## config.mk

```make
export PLATFORM = sky130hd
export DESIGN_NAME = uart_event_and_mode_control
export DESIGN_NICKNAME = d
export VERILOG_FILES = /design/src/hdl/uart_event_pkg.sv /design/src/hdl/spi_register_port.sv /design/src/hdl/uart_event_and_mode_control.sv
export SDC_FILE = /design/constraint.sdc
export NUM_CORES = 1
export LEC_CHECK = 0
export BUFFER_PORTS_ARGS = -buffer_cell sky130_fd_sc_hd__buf_4
export CAP_MARGIN = 20
export CORE_MARGIN = 1.5
export CORE_UTILIZATION = 54
export DETAILED_ROUTE_END_ITERATION = 8
export PLACE_DENSITY_LB_ADDON = 0.2
export SETUP_SLACK_MARGIN = 0.05
export SYNTH_ARGS = -nofsm -noshare
export SYNTH_HDL_FRONTEND = slang
export SYNTH_SLANG_ARGS = --single-unit
```

## constraint.sdc

```tcl
create_clock -name CLOCK -period 2.14 [get_ports CLOCK]
set_clock_uncertainty 0.05 [all_clocks]
set_input_delay 0.321 -clock CLOCK [delete_from_list [all_inputs] [get_ports CLOCK]]
set_output_delay 0.321 -clock CLOCK [all_outputs]
set_load 0.01 [all_outputs]
```

## src/hdl/uart_event_pkg.sv

```systemverilog
package uart_event_pkg;
	// ----------------------------------------------------------
	// register offsets
	// ----------------------------------------------------------
	localparam logic [4:0] ADDR_SUMMARY  = 5'h02;
	localparam logic [4:0] ADDR_SC_EN    = 5'h05;
	localparam logic [4:0] ADDR_SC_FLAGS = 5'h06;
	localparam logic [4:0] ADDR_ST_EN    = 5'h07;
	localparam logic [4:0] ADDR_ST_FLAGS = 5'h08;
	localparam logic [4:0] ADDR_FIRST_MODE_CONTROL    = 5'h09;
	// ----------------------------------------------------------
	// field layout and reset values
	// ----------------------------------------------------------
	localparam logic [7:0] REG_RESET     = 8'h00;
	localparam logic [7:0] SC_MASK       = 8'h3F;
	localparam logic [7:0] ST_MASK       = 8'h6F;
	localparam logic [3:0] GPI_RESET     = 4'h0;
	localparam int SUM_SPECIAL_BIT  = 1;
	localparam int SUM_STATUS_BIT   = 2;
	localparam int SUM_TX_EMPTY_BIT = 5;
	localparam int ST_SLEEP_BIT     = 6;
	localparam int ST_CLOCK_BIT     = 5;
	localparam int M_IRQ_SEL        = 7;
	localparam int M_AUTOSLEEP      = 6;
	localparam int M_MANUAL_SLEEP   = 5;
	localparam int M_AUTO_DIR       = 4;
	localparam int M_DIR_FLOAT      = 3;
	localparam int M_TX_FLOAT       = 2;
	localparam int M_TX_OFF         = 1;
	localparam int M_RX_OFF         = 0;
	localparam int SPI_WRITE_BIT    = 7;
	// ----------------------------------------------------------
	// timing
	// ----------------------------------------------------------
	localparam int CLOCK_PERIOD_NS  = 25;
	localparam int POWERUP_NS       = 2000;
	localparam int POWERUP_CYCLES   =
		(POWERUP_NS + CLOCK_PERIOD_NS - 1) / CLOCK_PERIOD_NS;
	localparam int DELAY_UNIT_NS    = 500;
	localparam int DELAY_UNIT_CYCLES =
		(DELAY_UNIT_NS + CLOCK_PERIOD_NS - 1) / CLOCK_PERIOD_NS;
	localparam int AUTOSLEEP_DEFAULT = 40000;
	typedef enum {DIR_RECEIVE, DIR_SETUP, DIR_SEND, DIR_HOLD}
		direction_type;
endpackage

```

## src/hdl/spi_register_port.sv

```systemverilog
`timescale 1ns/1ps
module spi_register_port
	import uart_event_pkg::*;
(
	input  wire logic       clock,
	input  wire logic       sys_rst,
	input  wire logic       cs_n_pin,
	input  wire logic       sclk_pin,
	input  wire logic       mosi_pin,
	input  wire logic [7:0] rdata,
	output logic            miso,
	output logic            miso_en,
	output logic            wr_pulse,
	output logic            rd_pulse,
	output logic [4:0]      addr,
	output logic [7:0]      wdata
);
	// ----------------------------------------------------------
	// pin synchronisers: accept a level once stages two and three agree
	// ----------------------------------------------------------
	logic [2:0] sync1;
	logic [2:0] sync2;
	logic [2:0] sync3;
	logic [2:0] level;
	logic       sclk_prev;
	logic [4:0] count;
	logic [7:0] shift_in;
	logic [7:0] shift_out;
	logic       is_write;
	logic       rise;
	logic       fall;
	logic       selected;

	always_ff @(posedge clock) begin
		if (sys_rst) begin
			sync1 <= 3'h1;
			sync2 <= 3'h1;
			sync3 <= 3'h1;
			level <= 3'h1;
			sclk_prev <= 1'b0;
		end else begin
			sync1 <= {sclk_pin, mosi_pin, cs_n_pin};
			sync2 <= sync1;
			sync3 <= sync2;
			level <= (sync2 & sync3) | (level & (sync2 ^ sync3));
			sclk_prev <= level[2];
		end
	end

	assign selected = ~level[0];
	assign rise = selected & level[2] & ~sclk_prev;
	assign fall = selected & ~level[2] & sclk_prev;

	// ----------------------------------------------------------
	// frame: command byte (write flag, address) then data byte
	// ----------------------------------------------------------
	always_ff @(posedge clock) begin
		if (sys_rst || !selected) begin
			count <= 5'h00;
			shift_in <= 8'h00;
		end else if (rise) begin
			shift_in <= {shift_in[6:0], level[1]};
			count <= (count == 5'h10) ? count : count + 5'h01;
		end
	end

	always_ff @(posedge clock) begin
		if (sys_rst) begin
			wr_pulse <= 1'b0;
			rd_pulse <= 1'b0;
			addr <= 5'h00;
			wdata <= 8'h00;
			is_write <= 1'b0;
		end else begin
			wr_pulse <= 1'b0;
			rd_pulse <= 1'b0;
			if (rise && count == 5'h07) begin
				addr <= {shift_in[3:0], level[1]};
				is_write <= shift_in[SPI_WRITE_BIT - 1];
				rd_pulse <= ~shift_in[SPI_WRITE_BIT - 1];
			end
			if (rise && count == 5'h0F && is_write) begin
				wdata <= {shift_in[6:0], level[1]};
				wr_pulse <= 1'b1;
			end
		end
	end

	// ----------------------------------------------------------
	// read data leaves on falling clock edges, msb first
	// ----------------------------------------------------------
	always_ff @(posedge clock) begin
		if (sys_rst) begin
			shift_out <= 8'h00;
			miso <= 1'b0;
			miso_en <= 1'b0;
		end else begin
			miso_en <= selected;
			if (fall && count == 5'h08) begin
				shift_out <= {rdata[6:0], 1'b0};
				miso <= rdata[7];
			end else if (fall && count > 5'h08) begin
				shift_out <= {shift_out[6:0], 1'b0};
				miso <= shift_out[7];
			end
		end
	end
endmodule

```

## src/hdl/uart_event_and_mode_control.sv

```systemverilog
`timescale 1ns/1ps
// Function
// - each special enable bit routes its flag into summary bit 1
// - address character in multidrop mode sets flag 5; read clears
// - line break sets flag 4; read clears
// - with detection on, stop and resume characters set bits 3..0
// - sleep enable routes sleep status into summary bit 2
// - clock-settled enable routes clock status into summary bit 2
// - each input-change enable routes its flag into summary bit 2
// - sleep status follows sleep state, cleared by clock off, not read
// - clock status sets once settled on own oscillator; read keeps
// - input-change flags set on any input edge; read clears
// - after reset irq select is 0; pin low until ready
// - with irq select set, pin shows pending summary interrupts
// - autosleep enters sleep after idle; events on sleep and wake
// - manual sleep bit forces sleep; reads return present state
// - direction output low for receive, high while data queued
// - setup and hold delays applied; summary bit 5 on empty
// - mode bit 3 floats the direction output pin
// - mode bit 2 floats the transmit output pin
// - transmit off finishes current character then holds line high
// - receive off stops accepting data, queued data kept
// - summary bit 2 set by enabled status source; read clears
// - summary bit 1 set by enabled special event; read clears
module uart_event_and_mode_control
	import uart_event_pkg::*;
#(
	parameter int AUTOSLEEP_CYCLES = AUTOSLEEP_DEFAULT
)(
	input  wire logic       CLOCK,
	input  wire logic       SYS_RST,
	input  wire logic       SOFT_RESET,
	input  wire logic       SPI_CS_N,
	input  wire logic       SPI_SCLK,
	input  wire logic       SPI_MOSI,
	output logic            SPI_MISO,
	output logic            SPI_MISO_EN,
	input  wire logic       ADDRESS_CHAR_EVENT,
	input  wire logic       LINE_BREAK_EVENT,
	input  wire logic       STOP_CHAR_TWO_EVENT,
	input  wire logic       STOP_CHAR_ONE_EVENT,
	input  wire logic       RESUME_CHAR_TWO_EVENT,
	input  wire logic       RESUME_CHAR_ONE_EVENT,
	input  wire logic       MULTIDROP_MODE,
	input  wire logic       SPECIAL_DETECT,
	input  wire logic       CLOCK_SETTLED,
	input  wire logic       EXTERNAL_CLOCK,
	input  wire logic       CLOCK_DISABLED,
	input  wire logic [3:0] GPI,
	input  wire logic       LINE_ACTIVITY,
	input  wire logic       TX_QUEUED,
	input  wire logic       TX_BUSY,
	input  wire logic       TX_EMPTY,
	input  wire logic       TX_SERIAL,
	input  wire logic       RTS_LEVEL,
	input  wire logic [7:0] HALF_DUPLEX_DELAYS,
	output logic            IRQ_N,
	output logic            DIRECTION_OR_CLOCK_OUTPUT,
	output logic            DIRECTION_OUTPUT_EN,
	output logic            TX_PIN,
	output logic            TX_PIN_EN,
	output logic            TX_GRANT,
	output logic            RX_ACCEPT,
	output logic            SLEEP_ACTIVE
);
	logic          reset;
	logic          wr_pulse;
	logic          rd_pulse;
	logic [4:0]    addr;
	logic [7:0]    wdata;
	logic [7:0]    read_data;
	logic [7:0]    sc_en;
	logic [7:0]    sc_flags;
	logic [7:0]    st_en;
	logic [3:0]    gpi_flags;
	logic          sleep_flag;
	logic          clock_flag;
	logic [7:0]    first_mode_control;
	logic [7:0]    summary;
	logic [5:0]    sc_set;
	logic [3:0]    gpi_sync1;
	logic [3:0]    gpi_sync2;
	logic [3:0]    gpi_sync3;
	logic [3:0]    gpi_level;
	logic [3:0]    gpi_change;
	logic [7:0]    st_view;
	logic          status_any;
	logic          status_any_prev;
	logic          sleep_state;
	logic          sleep_prev;
	logic          auto_asleep;
	logic [31:0]   idle_count;
	logic [15:0]   powerup_count;
	logic          power_ready;
	logic          tx_empty_prev;
	logic [7:0]    unit_count;
	logic          delay_tick;
	logic [3:0]    wait_count;
	direction_type state;
	direction_type next_state;

	assign reset = SYS_RST | SOFT_RESET;

	spi_register_port port (
		.clock    (CLOCK),
		.sys_rst  (SYS_RST),
		.cs_n_pin (SPI_CS_N),
		.sclk_pin (SPI_SCLK),
		.mosi_pin (SPI_MOSI),
		.rdata    (read_data),
		.miso     (SPI_MISO),
		.miso_en  (SPI_MISO_EN),
		.wr_pulse (wr_pulse),
		.rd_pulse (rd_pulse),
		.addr     (addr),
		.wdata    (wdata)
	);

	// ----------------------------------------------------------
	// writable registers
	// ----------------------------------------------------------
	always_ff @(posedge CLOCK) begin
		if (reset) begin
			sc_en <= REG_RESET;
			st_en <= REG_RESET;
			first_mode_control <= REG_RESET;
		end else if (wr_pulse) begin
			case (addr)
				ADDR_SC_EN: sc_en <= wdata & SC_MASK;
				ADDR_ST_EN: st_en <= wdata & ST_MASK;
				ADDR_FIRST_MODE_CONTROL: first_mode_control <= wdata;
				default: ;
			endcase
		end
	end

	// ----------------------------------------------------------
	// read mux; captured on the read command
	// ----------------------------------------------------------
	assign st_view = {1'b0, sleep_flag, clock_flag, 1'b0, gpi_flags};

	always_ff @(posedge CLOCK) begin
		if (SYS_RST) begin
			read_data <= REG_RESET;
		end else if (rd_pulse) begin
			case (addr)
				ADDR_SUMMARY:  read_data <= summary;
				ADDR_SC_EN:    read_data <= sc_en;
				ADDR_SC_FLAGS: read_data <= sc_flags;
				ADDR_ST_EN:    read_data <= st_en;
				ADDR_ST_FLAGS: read_data <= st_view;
				ADDR_FIRST_MODE_CONTROL:    read_data <= {first_mode_control[7:6], sleep_state,
					first_mode_control[4:0]};
				default:       read_data <= REG_RESET;
			endcase
		end
	end

	// ----------------------------------------------------------
	// special character flags
	// ----------------------------------------------------------
	assign sc_set = {ADDRESS_CHAR_EVENT & MULTIDROP_MODE,
		LINE_BREAK_EVENT,
		{STOP_CHAR_TWO_EVENT, STOP_CHAR_ONE_EVENT,
		RESUME_CHAR_TWO_EVENT, RESUME_CHAR_ONE_EVENT}
		& {4{SPECIAL_DETECT}}};

	always_ff @(posedge CLOCK) begin
		if (reset) begin
			sc_flags <= REG_RESET;
		end else if (rd_pulse && addr == ADDR_SC_FLAGS) begin
			sc_flags <= {2'b00, sc_set};
		end else begin
			sc_flags <= sc_flags | {2'b00, sc_set};
		end
	end

	// ----------------------------------------------------------
	// status flags
	// ----------------------------------------------------------
	always_ff @(posedge CLOCK) begin
		if (reset) begin
			// chain tracks the pins in reset: no false change after it
			gpi_sync1 <= GPI;
			gpi_sync2 <= gpi_sync1;
			gpi_sync3 <= gpi_sync2;
			gpi_level <= gpi_sync3;
			gpi_change <= GPI_RESET;
		end else begin
			gpi_sync1 <= GPI;
			gpi_sync2 <= gpi_sync1;
			gpi_sync3 <= gpi_sync2;
			gpi_level <= (gpi_sync2 & gpi_sync3)
				| (gpi_level & (gpi_sync2 ^ gpi_sync3));
			gpi_change <= gpi_level ^ ((gpi_sync2 & gpi_sync3)
				| (gpi_level & (gpi_sync2 ^ gpi_sync3)));
		end
	end

	always_ff @(posedge CLOCK) begin
		if (reset) begin
			gpi_flags <= GPI_RESET;
		end else if (rd_pulse && addr == ADDR_ST_FLAGS) begin
			gpi_flags <= gpi_change;
		end else begin
			gpi_flags <= gpi_flags | gpi_change;
		end
	end

	always_ff @(posedge CLOCK) begin
		if (reset) begin
			sleep_flag <= 1'b0;
			clock_flag <= 1'b0;
		end else begin
			sleep_flag <= sleep_state & ~CLOCK_DISABLED;
			if (CLOCK_DISABLED) begin
				clock_flag <= 1'b0;
			end else if (CLOCK_SETTLED && !EXTERNAL_CLOCK) begin
				clock_flag <= 1'b1;
			end
		end
	end

	// ----------------------------------------------------------
	// sleep: manual and after idle
	// ----------------------------------------------------------
	always_ff @(posedge CLOCK) begin
		if (reset) begin
			idle_count <= 32'h0;
			auto_asleep <= 1'b0;
			sleep_state <= 1'b0;
		end else begin
			sleep_state <= first_mode_control[M_MANUAL_SLEEP] | auto_asleep;
			if (!first_mode_control[M_AUTOSLEEP] || LINE_ACTIVITY || TX_QUEUED
				|| TX_BUSY || wr_pulse) begin
				idle_count <= 32'h0;
				auto_asleep <= 1'b0;
			end else if (idle_count == 32'(AUTOSLEEP_CYCLES - 1)) begin
				auto_asleep <= 1'b1;
			end else begin
				idle_count <= idle_count + 32'h1;
			end
		end
	end

	// ----------------------------------------------------------
	// summary register
	// ----------------------------------------------------------
	assign status_any = |(st_view & st_en);

	always_ff @(posedge CLOCK) begin
		if (reset) begin
			summary <= REG_RESET;
			status_any_prev <= 1'b0;
			sleep_prev <= 1'b0;
			tx_empty_prev <= 1'b1;
		end else begin
			status_any_prev <= status_any;
			sleep_prev <= sleep_flag;
			tx_empty_prev <= TX_EMPTY;
			if (rd_pulse && addr == ADDR_SUMMARY) begin
				summary <= REG_RESET;
			end
			if (|(sc_set & sc_en[5:0])) begin
				summary[SUM_SPECIAL_BIT] <= 1'b1;
			end
			if ((status_any && !status_any_prev) || (st_en[ST_SLEEP_BIT]
				&& sleep_flag != sleep_prev)) begin
				summary[SUM_STATUS_BIT] <= 1'b1;
			end
			if (TX_EMPTY && !tx_empty_prev) begin
				summary[SUM_TX_EMPTY_BIT] <= 1'b1;
			end
		end
	end

	// ----------------------------------------------------------
	// interrupt pin
	// ----------------------------------------------------------
	always_ff @(posedge CLOCK) begin
		if (reset) begin
			powerup_count <= 16'(POWERUP_CYCLES);
			power_ready <= 1'b0;
			IRQ_N <= 1'b0;
		end else begin
			if (powerup_count != 16'h0) begin
				powerup_count <= powerup_count - 16'h1;
			end
			power_ready <= (powerup_count == 16'h0);
			if (!first_mode_control[M_IRQ_SEL]) begin
				IRQ_N <= power_ready;
			end else begin
				IRQ_N <= ~(|summary);
			end
		end
	end

	// ----------------------------------------------------------
	// direction control with setup and hold delays
	// ----------------------------------------------------------
	always_ff @(posedge CLOCK) begin
		// restarts with each delay so its first unit is a whole unit
		if (reset || state == DIR_RECEIVE || state == DIR_SEND
			|| unit_count == 8'(DELAY_UNIT_CYCLES - 1)) begin
			unit_count <= 8'h00;
		end else begin
			unit_count <= unit_count + 8'h01;
		end
	end

	assign delay_tick = (unit_count == 8'(DELAY_UNIT_CYCLES - 1));

	always_comb begin
		next_state = state;
		case (state)
			DIR_RECEIVE: if (TX_QUEUED) next_state = DIR_SETUP;
			DIR_SETUP:   if (wait_count == 4'h0) next_state = DIR_SEND;
			DIR_SEND:    if (TX_EMPTY && !TX_BUSY) next_state = DIR_HOLD;
			DIR_HOLD:    if (wait_count == 4'h0) next_state = DIR_RECEIVE;
			default:     next_state = DIR_RECEIVE;
		endcase
		if (!first_mode_control[M_AUTO_DIR]) begin
			next_state = DIR_RECEIVE;
		end
	end

	always_ff @(posedge CLOCK) begin
		if (reset) begin
			state <= DIR_RECEIVE;
			wait_count <= 4'h0;
		end else begin
			state <= next_state;
			if (state == DIR_RECEIVE) begin
				wait_count <= HALF_DUPLEX_DELAYS[7:4];
			end else if (state == DIR_SEND) begin
				wait_count <= HALF_DUPLEX_DELAYS[3:0];
			end else if (delay_tick && wait_count != 4'h0) begin
				wait_count <= wait_count - 4'h1;
			end
		end
	end

	// ----------------------------------------------------------
	// pin drivers and transfer permits
	// ----------------------------------------------------------
	always_ff @(posedge CLOCK) begin
		if (reset) begin
			DIRECTION_OR_CLOCK_OUTPUT <= 1'b0;
			DIRECTION_OUTPUT_EN <= 1'b0;
			TX_PIN <= 1'b1;
			TX_PIN_EN <= 1'b0;
			TX_GRANT <= 1'b0;
			RX_ACCEPT <= 1'b0;
			SLEEP_ACTIVE <= 1'b0;
		end else begin
			DIRECTION_OR_CLOCK_OUTPUT <= first_mode_control[M_AUTO_DIR]
				? (state != DIR_RECEIVE) : RTS_LEVEL;
			DIRECTION_OUTPUT_EN <= ~first_mode_control[M_DIR_FLOAT];
			TX_PIN_EN <= ~first_mode_control[M_TX_FLOAT];
			TX_PIN <= (first_mode_control[M_TX_OFF] && !TX_BUSY) ? 1'b1
				: TX_SERIAL;
			TX_GRANT <= ~first_mode_control[M_TX_OFF] & ~sleep_state
				& (~first_mode_control[M_AUTO_DIR] | (state == DIR_SEND));
			RX_ACCEPT <= ~first_mode_control[M_RX_OFF];
			SLEEP_ACTIVE <= sleep_state;
		end
	end
endmodule

```

======== After elaboration in Yosys (flattened, before gate mapping) ========
Index checks and enable logic that the tools add are counted.
storage, ports and cells
  flip-flop bits (word level) ............. 221
  input bits .............................. 35
  output and inout port bits .............. 10
  logic and storage cells ................. 195
cells by class
  add/sub/neg operators ................... 5
  magnitude comparators ................... 1
  eq/ne operators ......................... 21
  muxes and demuxes ....................... 23
  bitwise operators ....................... 39
  reduce and logical (&&, ||, !) cells .... 55
operators by type and width
  cell                     number
  $mux W32                 4
  $pmux W32 S4             1
  $eq A32 B2 Y1 const B    2
  $logic_not A32 Y1        2
  $pmux W8 S6              1
  $add A32 B1 Y32 const B  1
  $eq A32 B1 Y1 const B    1
  $eq A32 B16 Y1 const B   1
  $eq A32 B3 Y1 const B    1
  $reduce_bool A32 Y1      1
  $eq A5 B3 Y1 const B     4
  $eq A5 B4 Y1 const B     4
  $mux W4                  5
  $logic_not A16 Y1        1
  $mux W8                  2
  $reduce_bool A16 Y1      1
  $sub A16 B1 Y16 const B  1
  $logic_and A1 B1 Y1      15
  $not A1 Y1               14
  $and A4 B4 Y4            3
  $mux W6                  2
  $reduce_or A2 Y1         6
  $logic_or A1 B1 Y1       9
  $add A8 B1 Y8 const B    1
  other kinds (29)         61

======== Logic depth before layout (Yosys ltp) ========
  depth after elaboration ................. 6
  depth in mapped cells ................... 7
  depth with buffers taken out ............ 7

======== By module ========
Synthesis repeated with hierarchy kept, for this count alone.
second synthesis, totals
  cell total of the unflattened synthesis .. 870
  area, all modules ....................... 7952.6 um2
modules (own cells, without submodules)
  module                       times used  cells an instance  area an instance (um2)  sequential area each (um2)
  uart_event_and_mode_control  1           650                5980.7                  2782.7
  spi_register_port            1           220                1971.9                  1001.0

======== Worst setup path before layout ========
Ideal clock, no wire load.
  kind .................................... flip-flop to flip-flop
  from .................................... register idle_count[6]
  to ...................................... register idle_count[28]
  library setup time ...................... 0.070 ns
  arrival time ............................ 1.860 ns
  required time ........................... 2.020 ns
  path slack .............................. 0.159 ns
  stages on the path, launching flop included .. 7
  path buffers ............................ 1
  period minus slack after synthesis ...... 1.981 ns
  cell sequence ........................... dfxtp_1 and4_4 nand4_4 or3_1 buf_2 or4_1 a21oi_1
on the way
  cells in the longest elaborated chain, start to end .. 1
  elaborated cells on any way between the ends .. 2
  those cells by class .................... add/sub: 1; eq/ne: 1
ends and longest elaborated chain
  element                                                   RTL line                                                                text
  start, declared                                           uart_event_and_mode_control.sv:92                                       logic [31:0] idle_count;
  start signal, assigned                                    uart_event_and_mode_control.sv:241                                      idle_count <= idle_count + 32'h1;
  $add A32 B1 Y32 / $eq A32 B16 Y1 (equally long branches)  uart_event_and_mode_control.sv:241, uart_event_and_mode_control.sv:238
Several ways; a longest one is shown, not always the timed one.
A chain may end at the register's enable or synchronous reset.

======== Worst setup path after layout ========
  from .................................... register idle_count[15]
  to ...................................... register idle_count[13]
on the way
  cells in the longest elaborated chain, start to end .. 1
ends and longest elaborated chain
  element         RTL line                            text
  $eq A32 B16 Y1  uart_event_and_mode_control.sv:238  end else if (idle_count == 32'(AUTOSLEEP_CYCLES - 1)) begin
Every way passes these cells.

==> results.md <==
* Status: finished, violations left
* Failing checks: setup timing
* Max Cap Viol at 0
* CTS Buffer Depth at 2
* Worst-path fanout max at 12
* Syn avg cell area at 8.94 um2
* VDD IR max at around 0.51 mV
* Final Max Slew Viols at 0
* Top_reg_cell synth: dfxtp_1
* Worst R2R Start: idle_count[15]
* Largest net degree at the start of global routing at between 60 and 70
* Worst-Margin Slew at between 0.6 and 0.7 ns
* Syn_nets at around 900
* Final Setup Violations at 1
* Hold Path Sink: sleep_flag
* Internal at roughly 0.0056 W
* R2r worst-path depth at 6
* Most area-hungry cell type in the Yosys netlist: dfxtp_1
* Post-synth top area share at 0.497
* Crit-path cells: nor4bb_2 > nand4_1 > nor3_1 > buf_4 > or4_1 > a21oi_1
* Clk Latency, worst-skew pair at between 0.4 and 0.5 ns
* Initial antenna violation count at 0
* WP data required at approximately 2.4 ns
* Total wire length at around 17 mm
* Area growth syn-to-layout at 17.5%
* Total number of vias at roughly 6,400
* Die height at between 100 and 150 um
* WS Path Type: flop to flop
* Post-synth EDFFs at 0
* Pre-antenna DRT Iters at 5
* Worst Hold Depth at 2
* Hold/Removal Path Class: primary input to flop
* Crit path capture type: flop
* CP startpoint: idle_count[15]
* PD cells at roughly 790 nW/um2
* Buffers & Inverters on Critical Path at 1
* Vias per std cell at between 5 and 6
* Post-layout nets at 967
* R2r setup slk at -0.008 ns
* Pleak at 3.33 nW
* Clock Tree Root: clkbuf_16
* Final ANT Viol Nets at 0
* Mapped Area at ~7600 um2
* # DRC at 0
* Max incr delay on CP at ~0.43 ns
* GP Congestion at 0.921
* Combinational power share at 0.036
* GRT Residual Overflow at 0
* Reg clk slew, reported paths at 0.07 ns
* Switching power at between 0.001 and 0.0015 W
* Initial Util at 0.550
* Final worst path period share at 1.00
* CTS tree: done
* Clock share of power at 0.454
* Initial DRC count at ~430
* Fmax at 0.466 GHz
* Vias in the first global route at between 5,000 and 6,000
* Total global-route track usage at 0.235
* Die ar. at between 10,000 and 15,000 um2
* Core area at roughly 14,000 um2
* CP arrival at between 2 and 2.5 ns
* Pre-CTS WS at 0.0379 ns
* Layout cell share with drive strength beyond 1 at 0.146
* Startpoint types: flop
* Final Hold Fails at 0
* Seq/Total Area, Yosys at 0.497
* Switching share of total power at 0.206
* YS warnings at 0
* Drt wl/cell at 15.2 um
* Multi-input logic area at 3660 um2
* Row count at 43
* CTS sink count at approximately 190
* RSZ-0062 raised after global routing: yes
* FILL cells at 1,082
* Hold_sp: CLOCK_DISABLED
* DPL Wire Length at 11.7 mm
* Syn Inst Count at 851
* First-pass GRT wire length at between 20 and 30 mm
* Post-synthesis async set-or-reset flop share at 0
* Slew Limit Headroom at 0.555
* Crit-path slowest cell: dfxtp_1
* Synth top area cells: dfxtp_1, nor2_1, a21oi_1, nand2_1, mux2i_1
* Sequential share of power at 0.510
* Antenna Cells at 0
* CP delay by family, top: simple AND/OR/NAND/NOR gates
* Critical Path Stages at 6
* Critical R2R Capture: idle_count[13]
* Crit path time final at roughly 2.1 ns
* Synth cell types at 57
* Depth of the CTS H-tree at 4
* Setup TNS at -0.00812 ns
* Die X at about 120 um
* TritonCTS Buffers at 17
* Top Ports at 45
* Fin worst setup slack at -0.00812 ns
* Post-synthesis register bit count at about 190
* Port bufs at between 40 and 50
* FF+latch area at between 3000 and 4000 um2
-- how the worst max path moves through the flow --
stage	endpoint	slack, ns
floorplan	idle_count[28]	0.16
global placement	idle_count[30]	0.14
CTS	powerup_count[8]	0.08
global route	idle_count[1]	-0.09
detailed placement	idle_count[29]	0.04
finish	idle_count[13]	-0.008
-- stage by stage --
step | cell area [um2] | instances | power, W | util | hold WS (ns)
floorplan | 7610 | 851 | 0.00382 | - | 0.260
global route | 8940 | 1105 | 0.00729 | 0.647 | 0.00736
global placement | 8250 | 1070 | 0.00392 | 0.597 | 0.263
CTS | 8900 | 1104 | 0.00712 | 0.644 | 0.0140
finish | 8940 | 1105 | 0.00707 | 0.647 | 0.0213
detailed placement | 8250 | 1070 | 0.00393 | 0.597 | 0.262
-- power by group through the flow --
stage                     combinational, W  sequential [W]  clock, W
after CTS                         0.000256         0.00360   0.00326
final                             0.000257         0.00361   0.00321
after global routing              0.000284         0.00361   0.00339
after global placement            0.000238         0.00368         0
after detailed placement          0.000248         0.00368         0
after floorplan                   0.000142         0.00368         0
-- final cells by class --
type | instances | area share
clock inverters | 10 | 0.0157
inverters | 22 | 0.00923
multi-input cells | 610 | 0.409
clock buffers | 20 | 0.0522
flip-flops and latches | 189 | 0.424
repair buffers | 74 | 0.0646
well taps | 180 | 0.0252
-- cells in the final DEF, fill, tap and decap left out, types with 19 or more instances in the layout --
| cell | netlist | routed |
|---|---|---|
| dfxtp_1 | 189 | 182 |
| nor2_1 | 123 | 123 |
| nand2_1 | 87 | 87 |
| a21oi_1 | 70 | 70 |
| buf_4 | 0 | 69 |
| nand3_1 | 37 | 37 |
| xor2_1 | 26 | 26 |
| mux2i_1 | 25 | 25 |
| inv_1 | 21 | 21 |
| nor3_1 | 20 | 19 |
-- repair_timing --
| item | 4_1_cts | 5_1_grt |
|---|---|---|
| endpoints found under the setup margin | 3 | 15 |
| setup buffers | 0 | 1 |
| hold buffers | 4 | 0 |
| gates cloned | 0 | 0 |
| endpoints found under the hold margin | 4 | 0 |
| pin swaps | 0 | 1 |
| resized for setup | 2 | 14 |
-- routing by layer --
layer / wire [um] / track usage / share of wire / up-vias
met4: 299 / 0.0868 / 0.018 / 0
met5: 0 / 0 / 0 / -
li1: - / - / - / 3131
met2: 7960 / 0.383 / 0.47 / 189
met1: 7530 / 0.304 / 0.45 / 3005
met3: 987 / 0.0557 / 0.059 / 25
-- cell families after synthesis --
kind of cell    share of synthesized area
compound gates                      0.129
xor+xnor                           0.0460
fa+ha+maj                          0.0296
buf+inv                            0.0260
flops                               0.497
mux                                0.0358
simple gates                        0.237
-- state kept, by name, indices dropped and copies added (netlist names), 5 cells and up --
signal / flops
port.shift_out: 7
sc_flags: 6
port.count: 5
port.addr: 5
port.wdata: 8
read_data: 8
sc_en: 6
st_en: 6
first_mode_control: 8
powerup_count: 16
idle_count: 32
unit_count: 8
port.shift_in: 7
-- Yosys cell counts, types with 11 or more instances --
master / number
nor3_1: 20
inv_1: 21
mux2i_1: 25
a22oi_1: 14
ha_1: 18
o21ai_0: 19
nand4_1: 11
dfxtp_1: 189
nor4_1: 16
and3_1: 12
nor2b_1: 11
xnor2_1: 14
a21oi_1: 70
clkbuf_1: 26
nand2_1: 87
or3_1: 12
xor2_1: 26
nand3_1: 37
nor2_1: 123
(Power assumes the default switching activity.)
